$ cat config.mk
export PLATFORM = sky130hd
export DESIGN_NAME = voltage_comparator_unit
export DESIGN_NICKNAME = d
export VERILOG_FILES = /design/src/core/cmp_event_pkg.sv /design/src/core/voltage_comparator_unit.sv /design/src/core/cmp_sync.sv /design/src/core/cmp_edge_detect.sv
export SDC_FILE = /design/constraint.sdc
export NUM_CORES = 1
export LEC_CHECK = 0
export ABC_CLOCK_PERIOD_IN_PS = 4700
export BUFFER_PORTS_ARGS = -buffer_cell sky130_fd_sc_hd__buf_2
export CAP_MARGIN = 20
export CORE_ASPECT_RATIO = 0.7
export CORE_UTILIZATION = 47
export DETAILED_ROUTE_END_ITERATION = 12
export PLACE_DENSITY = 0.95
export SLEW_MARGIN = 0
export SYNTH_ARGS = -nofsm -noshare
export SYNTH_HDL_FRONTEND = slang
export SYNTH_HIERARCHICAL = 1
export SYNTH_SLANG_ARGS = --single-unit
$ cat constraint.sdc
create_clock -name hclk -period 4.7 [get_ports hclk]
set_clock_uncertainty 0.2 [all_clocks]
set_input_delay 0.94 -clock hclk [delete_from_list [all_inputs] [get_ports hclk]]
set_output_delay 0.94 -clock hclk [all_outputs]
set_load 0.05 [all_outputs]
$ cat src/core/cmp_event_pkg.sv
// constants shared by the comparator event control block
// assumes a 32-bit AHB-Lite register bus, one aligned word per register
package cmp_event_pkg;
   // register byte offsets
   localparam logic [11:0] status_ctrl_off   = 12'h000;
   localparam logic [11:0] sys_options_off   = 12'h004;
   localparam logic [11:0] power_ctrl_off    = 12'h008;
   localparam logic [11:0] addr_mask         = 12'hffc;
   // status and control field positions
   localparam int unsigned enable_pos        = 7;
   localparam int unsigned ref_sel_pos       = 6;
   localparam int unsigned flag_pos          = 5;
   localparam int unsigned irq_en_pos        = 4;
   localparam int unsigned result_pos        = 3;
   localparam int unsigned pin_en_pos        = 2;
   localparam int unsigned edge_hi_pos       = 1;
   localparam int unsigned edge_lo_pos       = 0;
   // system options and power control fields
   localparam int unsigned timer_route_pos   = 0;
   localparam int unsigned bg_buf_pos        = 0;
   // reset values
   localparam logic [7:0]  status_ctrl_rst   = 8'h00;
   // edge select codes
   typedef enum logic [1:0] {
      edge_fall_a = 2'b00,
      edge_rise   = 2'b01,
      edge_fall_b = 2'b10,
      edge_both   = 2'b11
   } edge_sel_t;
   // power modes seen by the block
   typedef enum logic [1:0] {
      mode_run        = 2'b00,
      mode_wait       = 2'b01,
      mode_shallow    = 2'b10,
      mode_deep       = 2'b11
   } power_mode_t;
   // ahb transfer type and transfer size codes
   localparam logic [1:0]  htrans_nonseq     = 2'b10;
   localparam logic [2:0]  hsize_word        = 3'b010;
endpackage

$ cat src/core/voltage_comparator_unit.sv
// top of the comparator event control block: ahb-lite slave, event logic,
// pin and timer routing, low-power handling
// assumes one clock hclk, a system that reports its power mode, and an
// analog comparator whose raw output arrives asynchronously
// and a bus whose hready is this slave's own hreadyout
//
// The register offsets and register access over AHB-Lite were decided locally.
`timescale 1ns/100ps
module voltage_comparator_unit
   import cmp_event_pkg::*;
(
   // clock and reset
   input  wire logic        hclk,
   input  wire logic        hresetn,
   // ahb-lite slave
   input  wire logic        hsel,
   input  wire logic [11:0] haddr,
   input  wire logic [1:0]  htrans,
   input  wire logic        hwrite,
   input  wire logic [2:0]  hsize,
   input  wire logic [31:0] hwdata,
   input  wire logic        hready,
   output logic [31:0]      hrdata,
   output logic             hreadyout,
   output logic             hresp,
   // power mode and debug state
   input  wire power_mode_t power_mode,
   input  wire logic        debug_halt,
   // analog comparator side
   input  wire logic        raw_compare_out,
   output logic             analog_enable,
   output logic             bandgap_select,
   output logic             bandgap_buffer_enable,
   // pins and timer
   output logic             compare_out_pin,
   output logic             compare_out_pin_oe,
   input  wire logic        first_timer_chan0_pin_in,
   output logic             first_timer_chan0_pin_oe_allow,
   output logic             first_timer_capture_in,
   // interrupt and wake
   output logic             compare_irq,
   output logic             wake_request
);
   // control state
   logic       comparator_enable_bit_r;
   logic       reference_input_select_r;
   logic       compare_event_flag_r;
   logic       compare_irq_enable_r;
   logic       compare_out_pin_enable_r;
   logic [1:0] event_edge_select_r;
   logic       compare_to_timer_route_r;
   logic       bandgap_buffer_enable_r;
   logic       out_pin_r;

   // bus data phase state
   logic        wr_pend_r;
   logic [11:0] addr_r;
   logic [31:0] rdata_r;

   // synchroniser flush counter after enabling
   logic [1:0]  settle_cnt_r;

   // internal nets
   logic        deep_stop;
   logic        running;
   logic        sync_level;
   logic        event_pulse;
   logic        compare_result_bit;
   logic        addr_phase;
   logic        flag_clear;
   logic        wr_status;
   logic        wr_options;
   logic        wr_power;
   logic [31:0] rd_word;
   logic [11:0] rd_addr;
   logic        detect_active;
   logic        low_power;

   // synchroniser depth; the edge detector waits this many edges after enabling
   localparam int unsigned sync_stages = 2;
   localparam logic [1:0]  settle_done = 2'(sync_stages);

   // deep stop removes power; holding state in reset models the loss of settings
   // options and power words sit outside the block and keep their values
   assign deep_stop = (power_mode == mode_deep);

   // run, wait, shallow stop and debug halt all keep an enabled comparator going;
   // debug_halt is left unused on purpose, a halted processor must not stop
   // compare events from being caught
   assign running = comparator_enable_bit_r && !deep_stop;

   // ahb address phase accepted on any selected nonseq or seq transfer, whatever its size
   assign addr_phase = hsel && hready && htrans[1];

   // zero wait state slave, always okay; every register is a flop, so no
   // access ever needs extra time
   assign hreadyout = 1'b1;
   assign hresp     = 1'b0;

   // capture the address phase for the following data phase
   always_ff @(posedge hclk or negedge hresetn) begin
      if (!hresetn) begin
         wr_pend_r <= 1'b0;
         addr_r    <= 12'h000;
      end else begin
         wr_pend_r <= addr_phase && hwrite;
         if (addr_phase) begin
            addr_r <= haddr & addr_mask;
         end
      end
   end

   // register write decode happens in the data phase; the address is held
   // because hwdata only arrives one cycle after it
   assign wr_status  = wr_pend_r && (addr_r == status_ctrl_off);
   assign wr_options = wr_pend_r && (addr_r == sys_options_off);
   assign wr_power   = wr_pend_r && (addr_r == power_ctrl_off);
   assign flag_clear = wr_status && hwdata[flag_pos];

   // synchronise the raw comparator output
   cmp_sync #(
      .stages (sync_stages)
   ) u_sync (
      .hclk    (hclk),
      .hresetn (hresetn),
      .din     (raw_compare_out),
      .dout    (sync_level)
   );

   // the synchroniser still holds samples from before enabling for a few edges;
   // detection waits until they have flushed so enabling raises no stale event
   always_ff @(posedge hclk or negedge hresetn) begin
      if (!hresetn) begin
         settle_cnt_r <= 2'h0;
      end else if (!running) begin
         settle_cnt_r <= 2'h0;
      end else if (settle_cnt_r != settle_done) begin
         settle_cnt_r <= settle_cnt_r + 2'h1;
      end
   end

   // edge detection runs once the synchronised level is trustworthy
   assign detect_active = running && (settle_cnt_r == settle_done);

   // edge condition from the mode field
   cmp_edge_detect u_edge (
      .hclk        (hclk),
      .hresetn     (hresetn),
      .active      (detect_active),
      .sel         (edge_sel_t'(event_edge_select_r)),
      .level       (sync_level),
      .event_pulse (event_pulse)
   );

   // result bit is forced low whenever the comparator is off
   assign compare_result_bit = running && sync_level;

   // comparator enable; system reset also covers leaving stop by reset
   always_ff @(posedge hclk or negedge hresetn) begin
      if (!hresetn) begin
         comparator_enable_bit_r <= status_ctrl_rst[enable_pos];
      end else if (deep_stop) begin
         comparator_enable_bit_r <= 1'b0;
      end else if (wr_status) begin
         comparator_enable_bit_r <= hwdata[enable_pos];
      end
   end

   // reference select: internal bandgap or external input
   always_ff @(posedge hclk or negedge hresetn) begin
      if (!hresetn) begin
         reference_input_select_r <= status_ctrl_rst[ref_sel_pos];
      end else if (deep_stop) begin
         reference_input_select_r <= 1'b0;
      end else if (wr_status) begin
         reference_input_select_r <= hwdata[ref_sel_pos];
      end
   end

   // interrupt enable
   always_ff @(posedge hclk or negedge hresetn) begin
      if (!hresetn) begin
         compare_irq_enable_r <= status_ctrl_rst[irq_en_pos];
      end else if (deep_stop) begin
         compare_irq_enable_r <= 1'b0;
      end else if (wr_status) begin
         compare_irq_enable_r <= hwdata[irq_en_pos];
      end
   end

   // output pin enable
   always_ff @(posedge hclk or negedge hresetn) begin
      if (!hresetn) begin
         compare_out_pin_enable_r <= status_ctrl_rst[pin_en_pos];
      end else if (deep_stop) begin
         compare_out_pin_enable_r <= 1'b0;
      end else if (wr_status) begin
         compare_out_pin_enable_r <= hwdata[pin_en_pos];
      end
   end

   // event mode field, two bits
   always_ff @(posedge hclk or negedge hresetn) begin
      if (!hresetn) begin
         event_edge_select_r <= status_ctrl_rst[edge_hi_pos:edge_lo_pos];
      end else if (deep_stop) begin
         event_edge_select_r <= 2'h0;
      end else if (wr_status) begin
         event_edge_select_r <= hwdata[edge_hi_pos:edge_lo_pos];
      end
   end

   // sticky flag: an event in the clearing cycle wins over the clear, so an
   // edge that lands on software's own clear is never lost
   always_ff @(posedge hclk or negedge hresetn) begin
      if (!hresetn) begin
         compare_event_flag_r <= 1'b0;
      end else if (deep_stop) begin
         compare_event_flag_r <= 1'b0;
      end else if (event_pulse) begin
         compare_event_flag_r <= 1'b1;
      end else if (flag_clear) begin
         compare_event_flag_r <= 1'b0;
      end
   end

   // comparator-to-timer routing lives in the system options word
   always_ff @(posedge hclk or negedge hresetn) begin
      if (!hresetn) begin
         compare_to_timer_route_r <= 1'b0;
      end else if (wr_options) begin
         compare_to_timer_route_r <= hwdata[timer_route_pos];
      end
   end

   // bandgap buffer enable lives in the power control word; software sets it
   // before choosing the bandgap, the block never forces it
   always_ff @(posedge hclk or negedge hresetn) begin
      if (!hresetn) begin
         bandgap_buffer_enable_r <= 1'b0;
      end else if (wr_power) begin
         bandgap_buffer_enable_r <= hwdata[bg_buf_pos];
      end
   end

   // reads decode the address phase so the data phase can come from a flop
   assign rd_addr = haddr & addr_mask;

   // read mux; bits above the fields read as zero
   always_comb begin
      rd_word = 32'h0000_0000;
      case (rd_addr)
         status_ctrl_off: begin
            rd_word[enable_pos]  = comparator_enable_bit_r;
            rd_word[ref_sel_pos] = reference_input_select_r;
            rd_word[flag_pos]    = compare_event_flag_r;
            rd_word[irq_en_pos]  = compare_irq_enable_r;
            rd_word[result_pos]  = compare_result_bit;
            rd_word[pin_en_pos]  = compare_out_pin_enable_r;
            rd_word[edge_hi_pos:edge_lo_pos] = event_edge_select_r;
         end
         sys_options_off: begin
            rd_word[timer_route_pos] = compare_to_timer_route_r;
         end
         power_ctrl_off: begin
            rd_word[bg_buf_pos] = bandgap_buffer_enable_r;
         end
         default: begin
            rd_word = 32'h0000_0000;
         end
      endcase
   end

   // read data captured at the address phase edge and driven from the flop;
   // a read issued right behind a write still sees the value before that write
   always_ff @(posedge hclk or negedge hresetn) begin
      if (!hresetn) begin
         rdata_r <= 32'h0000_0000;
      end else if (addr_phase && !hwrite) begin
         rdata_r <= rd_word;
      end
   end

   // hrdata stands for the whole read data phase
   assign hrdata = rdata_r;

   // output pin follows the result in run and shallow stop alike; the flop
   // costs a cycle of lag but keeps mux glitches off the pad
   always_ff @(posedge hclk or negedge hresetn) begin
      if (!hresetn) begin
         out_pin_r <= 1'b0;
      end else begin
         out_pin_r <= compare_out_pin_enable_r && compare_result_bit;
      end
   end

   assign compare_out_pin    = out_pin_r;
   assign compare_out_pin_oe = compare_out_pin_enable_r && !deep_stop;

   // timer capture source and channel-0 pin ownership; the timer sees the
   // synchronised level, so it never samples a metastable value
   assign first_timer_capture_in = compare_to_timer_route_r ? compare_result_bit
                                                            : first_timer_chan0_pin_in;
   assign first_timer_chan0_pin_oe_allow = !compare_to_timer_route_r;

   // analog controls; the reference select only steers the analog mux, the
   // buffer that feeds it stays under software control
   assign analog_enable         = running;
   assign bandgap_select        = reference_input_select_r;
   assign bandgap_buffer_enable = bandgap_buffer_enable_r;

   // interrupt level and wake request; a level, not a pulse, so the request
   // stays until software clears the flag
   assign compare_irq  = compare_irq_enable_r && compare_event_flag_r;
   // only wait and shallow stop need waking; deep stop has the block unpowered
   assign low_power    = (power_mode == mode_wait) || (power_mode == mode_shallow);
   assign wake_request = compare_irq && low_power;
endmodule

$ cat src/core/cmp_sync.sv
// two flip-flop synchroniser for the raw comparator level
// assumes the input is asynchronous to hclk
`timescale 1ns/100ps
module cmp_sync #(
   parameter int unsigned stages = 2
) (
   // clock and reset
   input  wire logic hclk,
   input  wire logic hresetn,
   // level in and out
   input  wire logic din,
   output logic      dout
);
   logic [stages-1:0] chain_r;

   // first stage feeds only the second
   always_ff @(posedge hclk or negedge hresetn) begin
      if (!hresetn) begin
         chain_r <= '0;
      end else begin
         chain_r <= {chain_r[stages-2:0], din};
      end
   end

   assign dout = chain_r[stages-1];
endmodule

$ cat src/core/cmp_edge_detect.sv
// edge detector with selectable event condition
// assumes a synchronised input level and a clear that restarts history
`timescale 1ns/100ps
module cmp_edge_detect
   import cmp_event_pkg::*;
(
   // clock and reset
   input  wire logic      hclk,
   input  wire logic      hresetn,
   // control
   input  wire logic      active,
   input  wire edge_sel_t sel,
   // level in, event out
   input  wire logic      level,
   output logic           event_pulse
);
   logic prev_r;
   logic rise;
   logic fall;

   // history follows the level only while active and is held low otherwise, so enabling while the level is high gives a rising edge
   always_ff @(posedge hclk or negedge hresetn) begin
      if (!hresetn) begin
         prev_r <= 1'b0;
      end else begin
         prev_r <= active ? level : 1'b0;
      end
   end

   assign rise = active && level && !prev_r;
   assign fall = active && !level && prev_r;

   // event condition by mode code
   always_comb begin
      case (sel)
         edge_fall_a: event_pulse = fall;
         edge_rise:   event_pulse = rise;
         edge_fall_b: event_pulse = fall;
         edge_both:   event_pulse = rise || fall;
         default:     event_pulse = 1'b0;
      endcase
   end
endmodule

==> reports/qor.yml <==
outcome:
  outcome: "finished clean"
clock_network:
  clock_latency_ns: 0.28
  cts_buffer_depth: 2
  numCtsBuffers: 5
  cts-root-buf: "clkbuf_8"
  h-tree-depth: 2
  cts.sinks: 34
  cts_tree: "done"
  clk_pin_slew_ns: 0.07
  postCtsSetupBuffers: 0
  ctsResizeCount: 0
  postCtsHoldBufs: 0
route:
  vias: 1203
  dr.pass1.iters: 4
  drtIter0Drc: 68
  avgViaCountPerCell: 4.66
  postRouteAntennaNets: 0
  wirelength_um: 3220
  drc: 0
  wl_per_cell_um: 12.5
sta:
  max_slew.worst_pin.slew_ns: 0.742
  slew_viol_final: 0
  final.setup.tns_ns: 0
  max-slew-margin-rel_pct: 50.6
  setup-violations-final: 0
  fin_ws_ns: 1.32
  final-hold-violation-count: 0
  rsz0062_at_grt: "no"
  layout_min_cycle_time_ns: 3.38
  post-route-period-util_pct: 71.9
  fmax_ghz: 0.296
floorplanning:
  start_util_pct: 49.4
  coreArea_sq_um: 3560
  floorplan.die_area_sq_um: 4000
  fp.dieW_um: 75.1
  num_rows: 18
  ios: 102
  fp.dieH_um: 53.2
logic_synthesis:
  synthTopCellsByArea: "dfrtp_1 48%, buf_4 11%, mux2_2 7.7%"
  synth_flop_cell: "dfrtp_1"
  netlist_instances: 163
  async_flop_share_pct: 100
  yosysUniqueCellTypes: 33
  yosysTopAreaCell: "dfrtp_1"
  synth_edf_count: 0
  seq_area_frac_synth_pct: 48.4
  ys_warn_count: 6
  post-synth-top-count-cell: "dfrtp_1"
  syn_area_sq_um: 1760
  ys_ff_latch: 34
  synth_common_cells: "34 x dfrtp_1, 26 x buf_4, 16 x nand2_1"
  synth.top_cell.area_share_pct: 48.4
  synth.avg_cell_area_sq_um: 10.8
final_layout:
  fillerInstances: 329
  final_util_pct: 56.3
  drive_gt1_share_pct: 31.7
  synthToLayoutAreaGrowth_pct: 13.9
  nNetsFinal: 268
  num_antenna_cells: 0
  final-instance-count-excl-fill: 258
grt:
  antenna_found_initial: 0
  grt_usage_pct: 18.0
  grt_max_degree: 35
  grt_pass1_wl_um: 5010
  grt_pass1_vias: 1092
  grt-ovfl-total: 0
worst_hold_path:
  hold_path.class: "reg -> reg"
flow_run:
  drv_cap: 0
worst_setup_path:
  startpoint_type: "input port"
  critPathMaxFanout: 13
  critical_path_arrival_ns: 2.24
  end_kind: "output port"
  critical_path_class: "in -> out"
  cp.required_ns: 3.56
power_and_ir_drop:
  pwr_density_cell_nw_per_um2: 328
  peakVddDrop_uv: 123
  power_leakage_nw: 1.02
  power.total_w: 0.000657
placement:
  dp.cells: 250
  pre_cts_ws_ns: 1.31
  dp_hpwl_um: 2520
  finalWeightedCongestion: 0.782
  port_buffers: 43
[worst max-delay path, stage by stage]
cell and delay, ns:
buf_2 0.10, ha_1 0.31, nand2b_1 0.25, inv_1 0.12, nand2_1 0.10, o21ai_0 0.14, buf_2 0.28
[final timing paths]
check                                  startpoint                       end  slack, ns  cells past startpoint
min in group asynchronous                 hresetn                 hrdata[0]       0.51                      1
max in group asynchronous                 hresetn  compare_to_timer_route_r       3.30                      1
worst max register to register          addr_r[6]  compare_out_pin_enable_r       2.80                      3
worst min register to register  u_sync/chain_r[0]         u_sync/chain_r[1]       0.15                      0
worst max-delay path                power_mode[0]    first_timer_capture_in       1.32                      7
worst min-delay path            u_sync/chain_r[0]         u_sync/chain_r[1]       0.15                      0
[cell type report]
class / count / area (sq um) / share of cell area (%)
clock buffer: 6 / 82.6 / 4.12
clock inverter: 2 / 12.5 / 0.625
sequential: 34 / 851 / 42.5
timing repair buffer: 43 / 215 / 10.7
inverter: 5 / 18.8 / 0.937
multi-input combinational: 118 / 761 / 38.0
tap: 50 / 62.6 / 3.12
[where the power goes]
group          total [W]  internal, W  switching, W
clock           0.000222     0.000118      0.000104
sequential      0.000328     0.000311     0.0000173
combinational   0.000106    0.0000311     0.0000754
[layout by cell type (no fill, tap or decap), types with 2 or more instances in the layout]
cell | synthesis | routed
and3_1 | 3 | 3
nand4b_1 | 2 | 2
nand2_1 | 16 | 16
nor2_1 | 8 | 8
and4b_1 | 2 | 2
nor4_1 | 2 | 2
nor2b_1 | 4 | 4
nand2b_1 | 10 | 10
dfrtp_1 | 34 | 34
inv_1 | 5 | 5
mux2i_1 | 6 | 6
clkbuf_8 | 0 | 6
and2_1 | 3 | 3
o21ai_0 | 8 | 8
ha_1 | 2 | 2
mux2_2 | 12 | 12
conb_1 | 2 | 26
buf_2 | 1 | 43
nand3_1 | 2 | 2
[cells by family (layout without fill, tap and decap cells)]
family	count (synthesis)	count (layout)	synth area share [%]
AO/OA/AOI/OAI	13	13	4.41
XOR/XNOR	1	1	0.498
adder cells (fa/ha/maj)	2	2	1.42
buffers and inverters	35	56	13.5
flip-flops	34	34	48.4
multiplexers	19	19	11.9
other	2	26	0.427
AND/OR/NAND/NOR	57	57	19.4
[metrics by stage]
stage | cell area [sq um] | hold slack [ns]
finish | 2000 | 0.153
global route | 2000 | 0.162
CTS | 2000 | 0.152
detailed placement | 1910 | 0.136
global placement | 1910 | 0.133
floorplan | 1850 | 0.131
[registers in the layout (all words and copies together), names as in the netlist]
name / flops
addr_r: 10
bandgap_buffer_enable: 1
bandgap_select: 1
comparator_enable_bit_r: 1
compare_event_flag_r: 1
compare_irq_enable_r: 1
compare_out_pin: 1
compare_out_pin_enable_r: 1
compare_to_timer_route_r: 1
event_edge_select_r: 2
hrdata: 8
settle_cnt_r: 2
u_edge/prev_r: 1
u_sync/chain_r: 2
wr_pend_r: 1
[metal layers]
layer	up-vias	part of all wire (%)	global-route usage (%)
met5	-	0	0
met4	0	1.5	6.60
met3	8	5.8	6.29
met2	31	47	27.6
met1	580	46	23.6
li1	584	-	-
No activity file was read; power rests on OpenSTA's default activity.
